===== src/bkr_pkg.sv =====
// Shared constants for the low-voltage buck configuration block
package bkr_pkg;
    // Register byte offsets
    localparam logic [7:0] BKR_OFS_VOLT = 8'h00;
    localparam logic [7:0] BKR_OFS_MODE = 8'h04;
    localparam logic [7:0] BKR_OFS_CFG  = 8'h08;
    localparam logic [7:0] BKR_OFS_STAT = 8'h0c;
    localparam logic [7:0] BKR_OFS_IRQ  = 8'h10;
    // Field positions
    localparam int BKR_POS_RUN    = 0;
    localparam int BKR_POS_STBY   = 2;
    localparam int BKR_POS_ILIM   = 0;
    localparam int BKR_POS_PHASE  = 8;
    localparam int BKR_POS_OP     = 0;
    localparam int BKR_POS_SBY    = 2;
    localparam int BKR_POS_DIS    = 3;
    localparam int BKR_POS_EN     = 4;
    localparam int BKR_POS_IND    = 5;
    localparam int BKR_POS_ACODE  = 8;
    localparam int BKR_POS_FLAG   = 0;
    localparam int BKR_POS_MASK   = 8;
    // Reset values and strap default mode
    localparam logic [4:0] BKR_RST_CODE  = 5'h00;
    localparam logic [1:0] BKR_RST_OP    = 2'h0;
    localparam logic [1:0] BKR_RST_ILIM  = 2'h0;
    localparam logic [2:0] BKR_RST_PHASE = 3'h7;
    localparam logic [1:0] BKR_OP_SEQ    = 2'h3;
    localparam logic       BKR_RST_MASK  = 1'b0;
    // Operating modes
    localparam logic [1:0] BKR_OP_OFF  = 2'h0;
    localparam logic [1:0] BKR_OP_PWM  = 2'h1;
    localparam logic [1:0] BKR_OP_PFM  = 2'h2;
    localparam logic [1:0] BKR_OP_SKIP = 2'h3;
    // Timing
    localparam int BKR_CLK_MHZ       = 10;
    localparam int BKR_DISCH_US      = 200;
    localparam int BKR_DISCH_CYC     = BKR_DISCH_US * BKR_CLK_MHZ;
    localparam int BKR_FUSE_SETTLE   = 2;
    typedef enum logic [1:0] {BKR_ST_INIT, BKR_ST_RUN, BKR_ST_DISCH} bkr_state_t;
endpackage : bkr_pkg


===== src/bkr_top.sv =====
// Low-voltage buck configuration, mode control and Wishbone register file
`timescale 1ns/1ps
module bkr_top
    import bkr_pkg::*;
#(
    parameter int DISCH_CYCLES = BKR_DISCH_CYC
)(
    input  wire logic        MCLK,
    input  wire logic        RST,
    input  wire logic        WB_CYC_I,
    input  wire logic        WB_STB_I,
    input  wire logic        WB_WE_I,
    input  wire logic [7:0]  WB_ADR_I,
    input  wire logic [3:0]  WB_SEL_I,
    input  wire logic [31:0] WB_DAT_I,
    output logic      [31:0] WB_DAT_O,
    output logic             WB_ACK_O,
    input  wire logic        SYS_ON,
    input  wire logic        STANDBY,
    input  wire logic        IN_PWRUP_SEQ,
    input  wire logic [4:0]  VOLT_DEFAULT_FUSE,
    input  wire logic [2:0]  PHASE_DEFAULT_FUSE,
    input  wire logic [1:0]  INDUCTOR_FUSE_SEL,
    output logic             REG_EN,
    output logic             DISCHARGE,
    output logic      [1:0]  OP_MODE,
    output logic             PWM_SEL,
    output logic             PFM_SEL,
    output logic             SKIP_SEL,
    output logic      [12:0] VOUT_MV,
    output logic      [12:0] PEAK_LIMIT_MA,
    output logic      [8:0]  PHASE_DEG,
    output logic      [10:0] INDUCTOR_NH,
    output logic             INDUCTOR_RSVD,
    output logic             IRQ_OUT_N
);
    function automatic logic [12:0] volt_mv(input logic [4:0] code);
        logic [12:0] mv;
        case (code)
            5'h00: mv = 13'd1000;
            5'h01: mv = 13'd1100;
            5'h02: mv = 13'd1200;
            5'h03: mv = 13'd1250;
            5'h04: mv = 13'd1300;
            5'h05: mv = 13'd1350;
            5'h06: mv = 13'd1500;
            5'h07: mv = 13'd1600;
            5'h08: mv = 13'd1800;
            5'h09: mv = 13'd1850;
            5'h0a: mv = 13'd2000;
            5'h0b: mv = 13'd2100;
            5'h0c: mv = 13'd2150;
            5'h0d: mv = 13'd2250;
            5'h0e: mv = 13'd2300;
            5'h0f: mv = 13'd2400;
            5'h10: mv = 13'd2500;
            5'h11: mv = 13'd2800;
            5'h12: mv = 13'd3150;
            5'h13: mv = 13'd3200;
            5'h14: mv = 13'd3250;
            5'h15: mv = 13'd3300;
            5'h16: mv = 13'd3350;
            5'h17: mv = 13'd3400;
            5'h18: mv = 13'd3500;
            5'h19: mv = 13'd3800;
            5'h1a: mv = 13'd4000;
            default: mv = 13'd4100;
        endcase
        return mv;
    endfunction : volt_mv
    function automatic logic [12:0] limit_ma(input logic [1:0] sel);
        logic [12:0] ma;
        case (sel)
            2'h0: ma = 13'd2100;
            2'h1: ma = 13'd2600;
            2'h2: ma = 13'd3000;
            default: ma = 13'd4500;
        endcase
        return ma;
    endfunction : limit_ma
    function automatic logic [8:0] phase_deg(input logic [2:0] sel);
        logic [8:0] deg;
        deg = 9'd0;
        if (sel != 3'h7)
            deg = 9'(({6'd0, sel} + 9'd1) * 9'd45);
        return deg;
    endfunction : phase_deg
    function automatic logic [10:0] ind_nh(input logic [1:0] sel);
        logic [10:0] nh;
        case (sel)
            2'h0: nh = 11'd1000;
            2'h1: nh = 11'd470;
            2'h2: nh = 11'd1500;
            default: nh = 11'd0;
        endcase
        return nh;
    endfunction : ind_nh
    // Pin synchronisers
    logic [1:0]  sys_on_meta_ff;
    logic [1:0]  stby_meta_ff;
    logic [1:0]  seq_meta_ff;
    logic [4:0]  vfuse_meta_ff;
    logic [4:0]  vfuse_ff;
    logic [2:0]  pfuse_meta_ff;
    logic [2:0]  pfuse_ff;
    logic [1:0]  ifuse_meta_ff;
    logic [1:0]  ifuse_ff;
    always_ff @(posedge MCLK or posedge RST)
    begin
        if (RST)
        begin
            sys_on_meta_ff <= 2'h0;
            stby_meta_ff   <= 2'h0;
            seq_meta_ff    <= 2'h0;
            vfuse_meta_ff  <= 5'h00;
            vfuse_ff       <= 5'h00;
            pfuse_meta_ff  <= 3'h0;
            pfuse_ff       <= 3'h0;
            ifuse_meta_ff  <= 2'h0;
            ifuse_ff       <= 2'h0;
        end
        else
        begin
            sys_on_meta_ff <= {sys_on_meta_ff[0], SYS_ON};
            stby_meta_ff   <= {stby_meta_ff[0], STANDBY};
            seq_meta_ff    <= {seq_meta_ff[0], IN_PWRUP_SEQ};
            vfuse_meta_ff  <= VOLT_DEFAULT_FUSE;
            vfuse_ff       <= vfuse_meta_ff;
            pfuse_meta_ff  <= PHASE_DEFAULT_FUSE;
            pfuse_ff       <= pfuse_meta_ff;
            ifuse_meta_ff  <= INDUCTOR_FUSE_SEL;
            ifuse_ff       <= ifuse_meta_ff;
        end
    end
    wire sys_on_s = sys_on_meta_ff[1];
    wire stby_s   = stby_meta_ff[1];
    wire seq_s    = seq_meta_ff[1];
    // Bus decode
    logic        ack_ff;
    logic [31:0] rd_ff;
    wire req      = WB_CYC_I & WB_STB_I;
    wire wr_fire  = req & WB_WE_I & ack_ff;
    wire hit_volt = WB_ADR_I == BKR_OFS_VOLT;
    wire hit_mode = WB_ADR_I == BKR_OFS_MODE;
    wire hit_cfg  = WB_ADR_I == BKR_OFS_CFG;
    wire hit_stat = WB_ADR_I == BKR_OFS_STAT;
    wire hit_irq  = WB_ADR_I == BKR_OFS_IRQ;
    wire wr_b0    = wr_fire & WB_SEL_I[0];
    wire wr_b1    = wr_fire & WB_SEL_I[1];
    // Control state
    bkr_state_t  state_ff;
    bkr_state_t  nxt_state;
    logic [1:0]  init_cnt_ff;
    logic [11:0] dis_cnt_ff;
    logic [11:0] nxt_dis_cnt;
    logic [4:0]  code_ff;
    logic [4:0]  app_code_ff;
    logic [4:0]  nxt_app_code;
    logic [1:0]  run_op_ff;
    logic [1:0]  stby_op_ff;
    logic [1:0]  ilim_ff;
    logic [2:0]  phase_ff;
    logic [1:0]  prev_op_ff;
    logic        flag_ff;
    logic        mask_ff;
    wire [1:0] eff_op   = !sys_on_s ? BKR_OP_OFF : (stby_s ? stby_op_ff : run_op_ff);
    wire       running  = state_ff == BKR_ST_RUN;
    wire       disch    = state_ff == BKR_ST_DISCH;
    // enable follows mode in run state only, code untouched
    wire       en_now   = running & (eff_op != BKR_OP_OFF);
    wire       code_chg = wr_b0 & hit_volt & (WB_DAT_I[4:0] != code_ff);
    wire       dis_done = dis_cnt_ff == 12'(DISCH_CYCLES - 1);
    wire       init_end = state_ff == BKR_ST_INIT && init_cnt_ff == 2'(BKR_FUSE_SETTLE);
    wire       op_evt   = !(state_ff == BKR_ST_INIT) & (eff_op != prev_op_ff);
    wire       flag_clr = wr_b0 & hit_irq & WB_DAT_I[BKR_POS_FLAG];
    always_comb
    begin
        nxt_state    = state_ff;
        nxt_dis_cnt  = dis_cnt_ff;
        nxt_app_code = app_code_ff;
        case (state_ff)
            BKR_ST_INIT:
            begin
                if (init_end)
                begin
                    nxt_state    = BKR_ST_RUN;
                    nxt_app_code = vfuse_ff;
                end
            end
            BKR_ST_RUN:
            begin
                // discharge before moving to new level
                if (code_chg && sys_on_s && en_now)
                begin
                    nxt_state   = BKR_ST_DISCH;
                    nxt_dis_cnt = 12'h000;
                end
                else
                    nxt_app_code = code_ff;
            end
            BKR_ST_DISCH:
            begin
                nxt_dis_cnt = 12'(dis_cnt_ff + 12'h001);
                if (dis_done)
                begin
                    nxt_state    = BKR_ST_RUN;
                    nxt_app_code = code_ff;
                end
            end
            default:
                nxt_state = BKR_ST_INIT;
        endcase
    end
    always_ff @(posedge MCLK or posedge RST)
    begin
        if (RST)
        begin
            state_ff    <= BKR_ST_INIT;
            init_cnt_ff <= 2'h0;
            dis_cnt_ff  <= 12'h000;
            app_code_ff <= BKR_RST_CODE;
            prev_op_ff  <= BKR_RST_OP;
            flag_ff     <= 1'b0;
        end
        else
        begin
            state_ff    <= nxt_state;
            init_cnt_ff <= init_end ? init_cnt_ff : 2'(init_cnt_ff + 2'h1);
            dis_cnt_ff  <= nxt_dis_cnt;
            app_code_ff <= nxt_app_code;
            prev_op_ff  <= (state_ff == BKR_ST_INIT) ? eff_op : prev_op_ff ^ (eff_op ^ prev_op_ff);
            // sticky flag, set beats clear so a racing event is kept
            flag_ff     <= op_evt | (flag_ff & ~flag_clr);
        end
    end
    always_ff @(posedge MCLK or posedge RST)
    begin
        if (RST)
        begin
            code_ff    <= BKR_RST_CODE;
            run_op_ff  <= BKR_RST_OP;
            stby_op_ff <= BKR_RST_OP;
            ilim_ff    <= BKR_RST_ILIM;
            phase_ff   <= BKR_RST_PHASE;
            mask_ff    <= BKR_RST_MASK;
        end
        else if (init_end)
        begin
            code_ff    <= vfuse_ff;
            // run mode default from sequence membership
            run_op_ff  <= seq_s ? BKR_OP_SEQ : BKR_OP_OFF;
            stby_op_ff <= seq_s ? BKR_OP_SEQ : BKR_OP_OFF;
            phase_ff   <= pfuse_ff;
        end
        else if (state_ff != BKR_ST_INIT)
        begin
            if (wr_b0 && hit_volt)
                code_ff <= WB_DAT_I[4:0];
            if (wr_b0 && hit_mode)
            begin
                run_op_ff  <= WB_DAT_I[BKR_POS_RUN +: 2];
                stby_op_ff <= WB_DAT_I[BKR_POS_STBY +: 2];
            end
            if (wr_b0 && hit_cfg)
                ilim_ff <= WB_DAT_I[BKR_POS_ILIM +: 2];
            if (wr_b1 && hit_cfg)
                phase_ff <= WB_DAT_I[BKR_POS_PHASE +: 3];
            if (wr_b1 && hit_irq)
                mask_ff <= WB_DAT_I[BKR_POS_MASK];
        end
    end
    wire [31:0] stat_word = (32'(eff_op) << BKR_POS_OP)
                          | (32'(stby_s) << BKR_POS_SBY)
                          | (32'(disch) << BKR_POS_DIS)
                          | (32'(en_now) << BKR_POS_EN)
                          | (32'(ifuse_ff) << BKR_POS_IND)
                          | (32'(app_code_ff) << BKR_POS_ACODE);
    wire [31:0] rd_mux = hit_volt ? 32'(code_ff)
                       : hit_mode ? (32'(run_op_ff) << BKR_POS_RUN) | (32'(stby_op_ff) << BKR_POS_STBY)
                       : hit_cfg  ? (32'(ilim_ff) << BKR_POS_ILIM) | (32'(phase_ff) << BKR_POS_PHASE)
                       : hit_stat ? stat_word
                       : hit_irq  ? (32'(flag_ff) << BKR_POS_FLAG) | (32'(mask_ff) << BKR_POS_MASK)
                       : 32'h0000_0000;
    // Registered outputs toward the power stage
    logic [1:0]  op_out_ff;
    logic        en_out_ff;
    logic        dis_out_ff;
    logic [12:0] vout_ff;
    logic [12:0] lim_ff;
    logic [8:0]  deg_ff;
    logic [10:0] nh_ff;
    logic        irq_n_ff;
    always_ff @(posedge MCLK or posedge RST)
    begin
        if (RST)
        begin
            op_out_ff  <= BKR_OP_OFF;
            en_out_ff  <= 1'b0;
            dis_out_ff <= 1'b0;
            vout_ff    <= 13'd0;
            lim_ff     <= 13'd0;
            deg_ff     <= 9'd0;
            nh_ff      <= 11'd0;
            irq_n_ff   <= 1'b1;
            ack_ff     <= 1'b0;
            rd_ff      <= 32'h0000_0000;
        end
        else
        begin
            op_out_ff  <= en_now ? eff_op : BKR_OP_OFF;
            en_out_ff  <= en_now;
            dis_out_ff <= disch;
            vout_ff    <= volt_mv(app_code_ff);
            lim_ff     <= limit_ma(ilim_ff);
            deg_ff     <= phase_deg(phase_ff);
            nh_ff      <= ind_nh(ifuse_ff);
            irq_n_ff   <= ~(flag_ff & ~mask_ff);
            // Ack one cycle after request, dropped the cycle after
            ack_ff     <= req & ~ack_ff;
            rd_ff      <= (req & ~ack_ff) ? rd_mux : rd_ff;
        end
    end
    assign WB_DAT_O      = rd_ff;
    assign WB_ACK_O      = ack_ff;
    assign REG_EN        = en_out_ff;
    assign DISCHARGE     = dis_out_ff;
    assign OP_MODE       = op_out_ff;
    assign PWM_SEL       = op_out_ff == BKR_OP_PWM;
    assign PFM_SEL       = op_out_ff == BKR_OP_PFM;
    assign SKIP_SEL      = op_out_ff == BKR_OP_SKIP;
    assign VOUT_MV       = vout_ff;
    assign PEAK_LIMIT_MA = lim_ff;
    assign PHASE_DEG     = deg_ff;
    assign INDUCTOR_NH   = nh_ff;
    assign INDUCTOR_RSVD = nh_ff == 11'd0;
    assign IRQ_OUT_N     = irq_n_ff;
endmodule : bkr_top


===== config.mk =====
export PLATFORM = sky130hd
export DESIGN_NAME = bkr_top
export DESIGN_NICKNAME = d
export VERILOG_FILES = /design/src/bkr_pkg.sv /design/src/bkr_top.sv
export SDC_FILE = /design/constraint.sdc
export NUM_CORES = 1
export LEC_CHECK = 0
export BUFFER_PORTS_ARGS = -buffer_cell sky130_fd_sc_hd__buf_2
export CAP_MARGIN = 20
export CORE_AREA = 2 2 107 109
export DETAILED_ROUTE_END_ITERATION = 10
export DIE_AREA = 0 0 109 111
export PLACE_DENSITY = 0.81
export SYNTH_ARGS = -nofsm -noshare
export SYNTH_HDL_FRONTEND = slang
export SYNTH_SLANG_ARGS = --single-unit

===== constraint.sdc =====
create_clock -name MCLK -period 7.6 [get_ports MCLK]
set_input_delay 0.38 -clock MCLK [delete_from_list [all_inputs] [get_ports MCLK]]
set_output_delay 0.38 -clock MCLK [all_outputs]
set_load 0.02 [all_outputs]

==> flow_summary.toml, run 1 <==
[critical_path]
cp-end-kind = "flop"
crit_type = "reg -> reg"
cp-startpoint = "phase_ff[0]"
critPathLaunchType = "flop"
critPathMaxStageDelay_ns = 0.62
path_common_cell = "ha_1"
crit_required_ns = 7.89
crit_path_cell_trace = "inv_1 > ha_1 > inv_1 > ha_1 > ha_1 > ha_1 > a21o_1 > a21oi_1 > o21bai_1 > a21oi_1 > mux2_2"
regToRegStartpoint = "phase_ff[0]"
cp.arrival_ns = 3.47
crit_path_max_fanout = 7
critPathSlowestCell = "dfstp_2"

[cells_and_area]
syn2layout_area_growth_pct = 17.8
drive_above_1_share = 0.237
finalNetCount = 739

[global_route]
antenna_found_initial = 1
grt_max_degree = 62
grt_util_all_layers = 0.214
grt_pass1_wl_mm = 20.0
grt_pass1_vias = 4144
grt_overflow = 0

[floorplan]
ios = 150
die_h_um = 111
die_area_mm2 = 0.0121
row_count = 39
start_util = 0.532
core-area_mm2 = 0.0111
die_w_um = 109

[pwr]
vdd_drop_max_uv = 187
power_density_mw_per_mm2 = 398
leakagePower_uw = 0.00335

[logic_synthesis]
synth-edff-count = 0
synth_cell_types = 65
synth_cells = 553
synthesis.area_mm2 = 0.00589
yosysWarningCount = 0
synth_flop_cell = "dfrtp_1"
syn_avg_cell_area_um2 = 10.7
async_flop_share = 1.00
synth_seq_cells = 116
ys_seq_area_frac = 0.493

[route]
antenna_left = 0
wl_per_cell_um = 15.5
num_vias = 4333
firstDrtPassIters = 5
viasPerCell = 5.45
routed_wl_mm = 12.3
drc = 0
first_iter_violations = 310

[clocking]
htree_levels = 4
cts_made_buffers = 17
cts_hold_buf = 0
clock_path_buffers = 2
post_cts_buffers = 0
cts.clk_slew.worst_paths_ns = 0.06
root_buffer = "clkbuf_16"
cts-resized-gates = 0
worstSkewPairLatency_ns = 0.41
clock_sinks = 116
cts_tree = "done"

[placement]
preCtsSetupSlack_ns = 4.42
hpwlAfterDp_mm = 8.68
gp_congestion = 0.925
port_buffers = 97

[min_path]
hold_class = "in -> reg"
hp-start = "IN_PWRUP_SEQ"

[sta]
fin_crit_ns = 3.18
setup_violations = 0
period_share = 0.418
skew_ns = 0.00943
finalHoldViolations = 0
tightest_slew_ns = 0.941
fmax_mhz = 314
worst_slack_ns = 4.42
final_max_slew_viol_count = 0
setup_tns_ns = 0
rsz0062_at_grt = "no"
slew_headroom = 0.373

[flow_run]
maxCapViolations = 0

[run_status]
status = "finished, final reports clean"
## report_power, final
group          leakage, uW  internal (uW)  switching (uW)
combinational      0.00167            446             602
clock             0.000295            547             266
sequential         0.00138            764             138
total              0.00335           1760            1010
## flip-flops by register name, indices dropped and copies added, names as in the netlist, 5 cells and up
signal	cells
vfuse_meta_ff	5
PEAK_LIMIT_MA	6
dis_cnt_ff	12
app_code_ff	5
PHASE_DEG	9
INDUCTOR_NH	6
vfuse_ff	5
code_ff	5
WB_DAT_O	12
VOUT_MV	12
## logic make-up (layout without fill, tap and decap cells)
logic type,after synthesis,in the layout,synth area share
xor gates and xnor gates,16,16,0.0238
other,1,27,0.000636
DFF,116,116,0.493
adders and majority gates,38,38,0.0832
and+or+nand+nor,134,134,0.111
muxes,35,35,0.0620
AOI/OAI and AO/OA,125,125,0.147
buffers and inverters,88,161,0.0788
## cells in the final DEF, fill, tap and decap left out, types with 17 or more instances in the layout
master,count
a21oi_1,36
nand2_1,29
inv_1,29
mux2i_1,26
conb_1,26
ha_1,36
clkbuf_16,17
buf_2,97
o21ai_0,22
dfrtp_1,112
nor2_1,47
## area by class of cell
cell class	count	area, um^2
fillers	852	4140
repair buffers	99	500
multi-input cells	374	2620
flip-flops and latches	116	2910
clock inverters	8	124
diodes	1	2.50
inverters	31	119
clock buffers	23	488
well taps	143	179
## per-layer routing
layer | share of wire | GRT usage | wire (um) | vias up
li1 | - | - | - | 2049
met2 | 0.49 | 0.339 | 6030 | 175
met5 | 0 | 0 | 0 | -
met1 | 0.42 | 0.281 | 5190 | 2092
met4 | 0.014 | 0.0821 | 174 | 0
met3 | 0.075 | 0.0547 | 924 | 17
## Yosys cell counts (3+ instances only)
library cell / instances / area share
mux2_2: 8 / 0.015
nand2_1: 29 / 0.018
a2111oi_2: 3 / 0.0076
a21o_1: 3 / 0.0038
a22o_1: 5 / 0.0074
dfrtp_1: 112 / 0.48
buf_4: 33 / 0.042
nor2_1: 47 / 0.030
o21ai_0: 22 / 0.019
nand3_1: 12 / 0.010
mux2i_1: 26 / 0.044
a21oi_1: 36 / 0.031
or2_2: 3 / 0.0032
and2_1: 5 / 0.0053
ha_1: 36 / 0.076
inv_1: 30 / 0.019
clkbuf_1: 20 / 0.013
o211ai_1: 3 / 0.0038
nor3_1: 5 / 0.0042
o21bai_1: 8 / 0.010
xnor2_1: 13 / 0.019
a221oi_1: 5 / 0.0074
o31a_1: 4 / 0.0059
a31oi_1: 4 / 0.0042
dfstp_2: 4 / 0.018
nor2b_1: 11 / 0.012
a211oi_1: 9 / 0.011
xor2_1: 3 / 0.0045
nand2b_1: 6 / 0.0064
## final timing paths
path	endpoint	slack, ns	cells past startpoint
max in group asynchronous	VOUT_MV[2]	6.32	3
min in group asynchronous	PEAK_LIMIT_MA[11]	0.11	2
max reg2reg	PHASE_DEG[8]	4.42	11
min reg2reg	sys_on_meta_ff[1]	0.35	0
min	seq_meta_ff[0]	0.07	1
max	PHASE_DEG[8]	4.42	11
## metrics by stage
stage	hold slack [ns]	util	instance area [um^2]	power [uW]	instances
after floorplan	0.331	-	5990	1710	578
after global placement	0.336	0.571	6330	1910	763
after detailed placement	0.336	0.571	6330	1950	763
after CTS	0.0620	0.626	6940	2780	794
after global routing	0.0600	0.626	6940	2970	794
final	0.0708	0.627	6940	2760	795
## worst max-delay path: cells and delay by family (launching register included)
family / cells / cell delay [ns]
compound gates: 4 / 0.61
fa+ha+maj: 4 / 1.30
mux: 1 / 0.34
buf+inv: 2 / 0.20
flops: 1 / 0.62
(Power assumes the default switching activity.)
==> run 2, diff against run 1 <==
==> config.mk (replaced) <==
export PLATFORM = sky130hd
export DESIGN_NAME = bkr_top
export DESIGN_NICKNAME = d
export VERILOG_FILES = /design/src/bkr_pkg.sv /design/src/bkr_top.sv
export SDC_FILE = /design/constraint.sdc
export NUM_CORES = 1
export LEC_CHECK = 0
export ABC_AREA = 1
export BUFFER_PORTS_ARGS = -buffer_cell sky130_fd_sc_hd__buf_2
export CAP_MARGIN = 20
export CORE_AREA = 2 2 115 117
export DETAILED_ROUTE_END_ITERATION = 10
export DIE_AREA = 0 0 117 119
export PLACE_DENSITY = 0.75
export SYNTH_ARGS = -nofsm -noshare
export SYNTH_HDL_FRONTEND = slang
export SYNTH_SLANG_ARGS = --single-unit
==> constraint.sdc (replaced) <==
create_clock -name MCLK -period 2.8 [get_ports MCLK]
set_input_delay 0.14 -clock MCLK [delete_from_list [all_inputs] [get_ports MCLK]]
set_output_delay 0.14 -clock MCLK [all_outputs]
set_load 0.02 [all_outputs]
==> flow_summary.toml, run 2 <==
[critical_path]
crit_path_max_fanout = 6
cp.arrival_ns = 2.95
crit_required_ns = 3.10
cp-end-kind = "flop"
critPathLaunchType = "flop"
crit_type = "reg -> reg"

[clocking]
worstSkewPairLatency_ns = 0.42
cts.clk_slew.worst_paths_ns = 0.05
root_buffer = "clkbuf_16"
cts_tree = "done"
htree_levels = 4
cts_made_buffers = 17
clock_path_buffers = 2
clock_sinks = 116

[pwr]
intPower_uw = 4860
pwr-share-comb = 0.445
leakagePower_uw = 0.00380
power_density_mw_per_mm2 = 1110
power_frac_seq = 0.292
vdd_drop_max_uv = 621
p_sw_uw = 3250
clockPowerShare = 0.263
swShare = 0.400

[flow_run]
maxCapViolations = 0

[sta]
timing.hold.ws_ns = 0.0225
setup_violations = 0
fmax_mhz = 378
finalHoldViolations = 0
tightest_slew_ns = 0.773
final_max_slew_viol_count = 0
slew_headroom = 0.485
setup_tns_ns = 0
fin_crit_ns = 2.65
period_share = 0.946
rsz0062_at_grt = "no"
skew_ns = 0.0108

[floorplan]
core-area_mm2 = 0.0129
die_h_um = 119
die_area_mm2 = 0.0139
row_count = 42
start_util = 0.464
die_w_um = 117
ios = 150

[global_route]
grt_util_all_layers = 0.195
antenna_found_initial = 0
grt_pass1_wl_mm = 21.1
grt_overflow = 0
grt_pass1_vias = 4557
grt_max_degree = 64

[logic_synthesis]
synthesis.area_mm2 = 0.00598
ys_seq_area_frac = 0.487
synth_cells = 696
synth_cell_types = 41
async_flop_share = 1.00
synth_seq_cells = 116
syn_avg_cell_area_um2 = 8.59
yosysWarningCount = 0
yosys.cell_count.top_type = "nand2_1"
synth_commonest_cells = "nand2_1 (172), dfrtp_1 (112), inv_1 (90)"
synth-edff-count = 0
synth_flop_cell = "dfrtp_1"
synth_top_area_share = 0.469
synthTopCellsByArea = "dfrtp_1 (47%), nand2_1 (11%), ha_1 (7.5%)"
yosysTopAreaCell = "dfrtp_1"

[route]
num_vias = 4765
firstDrtPassIters = 7
first_iter_violations = 383
antenna_left = 0
routed_wl_mm = 12.6
drc = 0
viasPerCell = 4.75
wl_per_cell_um = 12.6

[cells_and_area]
antennaDiodeCount = 0
syn2layout_area_growth_pct = 22.8
finalNetCount = 915
drive_above_1_share = 0.194
final_cell_mix = "nand2_1 (172), dfrtp_1 (112), buf_2 (97)"
final_common_cell = "nand2_1"

[placement]
port_buffers = 97
hpwlAfterDp_mm = 9.11
gp_congestion = 0.908

[run_status]
status = "finished, final reports clean"

[min_path]
hold_class = "in -> reg"
[run 2: worst paths after layout]
path,start,to,slack [ns],cells past startpoint
max in group asynchronous,RST,WB_DAT_O[1],1.66,4
min reg2reg,pfuse_meta_ff[2],pfuse_ff[2],0.34,0
max reg2reg,phase_ff[0],PHASE_DEG[6],0.15,12
min,WB_DAT_I[8],mask_ff,0.02,3
max,phase_ff[0],PHASE_DEG[6],0.15,12
min in group asynchronous,RST,init_cnt_ff[0],0.17,3
[run 2: power groups by stage]
| stage | clock network [uW] | registers [uW] | logic [uW] |
|---|---|---|---|
| final | 2130 | 2370 | 3610 |
| after global routing | 2270 | 2420 | 4130 |
| after CTS | 2180 | 2370 | 3400 |
| after detailed placement | 0 | 2390 | 3280 |
| after global placement | 0 | 2380 | 3230 |
| after floorplan | 0 | 2540 | 2350 |
[run 2: cells by family (layout without fill, tap and decap cells)]
kind of cell    after synthesis  count (layout)  share of synthesized area
compound gates               90              90                     0.0863
xor+xnor                     16              16                     0.0235
fa+ha+maj                    38              38                     0.0821
buf+inv                     134             241                      0.107
flops                       116             116                      0.487
other cells                   1              26                   0.000628
simple gates                301             301                      0.214
[run 2: metrics by stage]
step	utilization	power, uW	std cells	area [um^2]	worst slack, ns
2_1_floorplan	-	4890	721	6070	0.115
3_3_place_gp	0.506	5610	955	6520	0.0965
6_report	0.570	8110	1004	7340	0.151
3_5_place_dp	0.506	5670	955	6520	0.0282
5_1_grt	0.570	8810	1004	7340	0.0119
4_1_cts	0.566	7950	1003	7290	0.0930
[run 2: layer usage]
metal | part of all wire | vias up | wire length [um] | global-route usage
met3 | 0.046 | 18 | 577 | 0.0509
li1 | - | 2397 | - | -
met2 | 0.49 | 138 | 6240 | 0.317
met4 | 0.014 | 0 | 176 | 0.0779
met1 | 0.45 | 2212 | 5630 | 0.246
met5 | 0 | - | 0 | 0
[run 2: what timing repair did]
action                     in CTS  in global routing
setup endpoints to repair       1                  3
pin swaps                       0                  1
hold buffers                   16                  0
cloned                          0                  0
setup buffers                   0                  1
hold endpoints to repair       19                  0
resized for setup               1                  8
[run 2: area by class of cell]
cell class	count	area, um^2
Fill cell	1129	5540
Sequential cell	116	2910
Multi-Input combinational cell	471	2580
Timing Repair Buffer	119	691
Clock buffer	23	498
Inverter	90	342
Tap cell	176	220
Clock inverter	9	100
[run 2: critical path, stage by stage (launching register included)]
cell	delay, ns
dfstp_2	0.55
ha_1	0.21
ha_1	0.26
ha_1	0.19
inv_1	0.06
fa_1	0.40
inv_1	0.11
ha_4	0.23
nand2_1	0.06
nand2_1	0.09
a31oi_2	0.18
xor2_1	0.16
nor2_1	0.05
==> run 3, diff against run 2 <==
--- a/config.mk
+++ b/config.mk
@@ -11,7 +11,9 @@
 export CORE_AREA = 2 2 115 117
 export DETAILED_ROUTE_END_ITERATION = 10
 export DIE_AREA = 0 0 117 119
+export GPL_TIMING_DRIVEN = 0
 export PLACE_DENSITY = 0.75
+export REMOVE_ABC_BUFFERS = 1
 export SYNTH_ARGS = -nofsm -noshare
 export SYNTH_HDL_FRONTEND = slang
 export SYNTH_SLANG_ARGS = --single-unit
==> flow_summary.toml, run 3 (synthesized netlist as in run 2, its figures left out) <==
[pwr]
clockPowerShare = 0.283
leakagePower_uw = 0.00383
swShare = 0.389
vdd_drop_max_uv = 556
p_sw_uw = 3230
pwr-share-comb = 0.432
intPower_uw = 5060
power_density_mw_per_mm2 = 1120
power_frac_seq = 0.285

[critical_path]
rrSetupSlack_ns = 0.16
reg2reg_to = "PHASE_DEG[6]"
cp-end-kind = "flop"
rr_worst_depth = 11
critPathLaunchType = "flop"
crit_required_ns = 3.10
crit_path_max_fanout = 6
cp.arrival_ns = 2.95
crit_type = "reg -> reg"
regToRegStartpoint = "phase_ff[1]"

[floorplan]
die_area_mm2 = 0.0139
die_w_um = 117
row_count = 42
core-area_mm2 = 0.0129
die_h_um = 119
ios = 150
start_util = 0.464

[cells_and_area]
syn2layout_area_growth_pct = 23.6
drive_above_1_share = 0.189
final_cells = 1003
final_common_cell = "nand2_1"
final_cell_mix = "nand2_1 (172), dfrtp_1 (112), buf_2 (97)"
final_util = 0.574
fillers = 1132
antennaDiodeCount = 0
finalNetCount = 914

[route]
first_iter_violations = 355
wl_per_cell_um = 12.5
drc = 0
antenna_left = 0
firstDrtPassIters = 5
num_vias = 4806
routed_wl_mm = 12.6
viasPerCell = 4.79

[clocking]
htree_levels = 4
clock_sinks = 116
cts_tree = "done"
cts.clk_slew.worst_paths_ns = 0.05
root_buffer = "clkbuf_16"
cts_made_buffers = 17
worstSkewPairLatency_ns = 0.41
clock_path_buffers = 2

[sta]
slew_headroom = 0.571
fin_crit_ns = 2.64
setup_violations = 0
worst_slack_ns = 0.156
rsz0062_at_grt = "no"
period_share = 0.944
final_max_slew_viol_count = 0
skew_ns = 0.0105
finalHoldViolations = 0
tightest_slew_ns = 0.643
fmax_mhz = 378

[min_path]
hold_class = "in -> reg"
hold_depth = 3
hp-start = "WB_DAT_I[4]"
hold_path_end = "code_ff[4]"

[placement]
hpwlAfterDp_mm = 8.90
preCtsSetupSlack_ns = -0.0779
gp_congestion = 0.925
port_buffers = 97
place_inst = 951

[global_route]
grt_overflow = 0
grt_util_all_layers = 0.190
grt_pass1_wl_mm = 20.7
grt_pass1_vias = 4453
grt_max_degree = 67
antenna_found_initial = 0

[flow_run]
maxCapViolations = 0

[run_status]
status = "finished, final reports clean"
-- run 3: metal layers --
| metal | wire length (um) | global-route usage | part of all wire |
|---|---|---|---|
| met2 | 5950 | 0.298 | 0.47 |
| met5 | 0 | 0 | 0 |
| met1 | 5790 | 0.252 | 0.46 |
| met3 | 685 | 0.0478 | 0.054 |
| met4 | 154 | 0.0728 | 0.012 |
-- run 3: metrics by stage --
stage	power (uW)	cell area, um^2	TNS, ns	hold slack [ns]
6_report	8290	7390	0	0.0579
5_1_grt	8960	7390	0	0.0744
4_1_cts	8130	7340	0	0.0394
3_5_place_dp	5650	6500	-0.134	0.249
3_3_place_gp	5560	6470	-183.97	0.248
2_1_floorplan	4820	5770	-45.45	0.171
-- run 3: power by group through the flow --
stage	logic [uW]	registers, uW	clock network (uW)
detailed placement	3250	2400	0
finish	3580	2360	2340
floorplan	2250	2560	0
global route	4080	2420	2460
global placement	3180	2390	0
CTS	3390	2360	2370
-- run 3: area by class of cell --
type	count	area, um^2	area share
Clock inverter	10	178	0.0240
Multi-Input combinational cell	471	2570	0.348
Timing Repair Buffer	118	706	0.0955
Clock buffer	22	464	0.0628
Sequential cell	116	2910	0.394
Inverter	90	340	0.0461
Tap cell	176	220	0.0298
-- run 3: how the worst max path moves through the flow --
| stage | depth (start not counted) | from | slack (ns) | end |
|---|---|---|---|---|
| floorplan | 1 | RST | -0.41 | DISCHARGE |
| global placement | 2 | RST | -1.63 | VOUT_MV[12] |
| detailed placement | 13 | phase_ff[0] | -0.08 | PHASE_DEG[6] |
| CTS | 11 | phase_ff[0] | 0.06 | PHASE_DEG[7] |
| global route | 13 | phase_ff[1] | 0.004 | PHASE_DEG[8] |
| finish | 11 | phase_ff[1] | 0.16 | PHASE_DEG[6] |
-- run 3: critical path, cell delays in order, from the launching register on --
cell	delay, ns
dfstp_2	0.58
ha_1	0.22
ha_4	0.23
xor2_1	0.17
fa_1	0.51
inv_1	0.06
ha_4	0.26
nand2_1	0.06
nand2_1	0.07
a31oi_2	0.16
xor2_1	0.15
nor2_1	0.05
-- run 3: what timing repair did --
action,4_1_cts,5_1_grt
cloned,0,0
buffers inserted,1,2
hold buffers,17,0
hold endpoints to repair,66,0
resized for setup,1,7
setup endpoints to repair,3,3
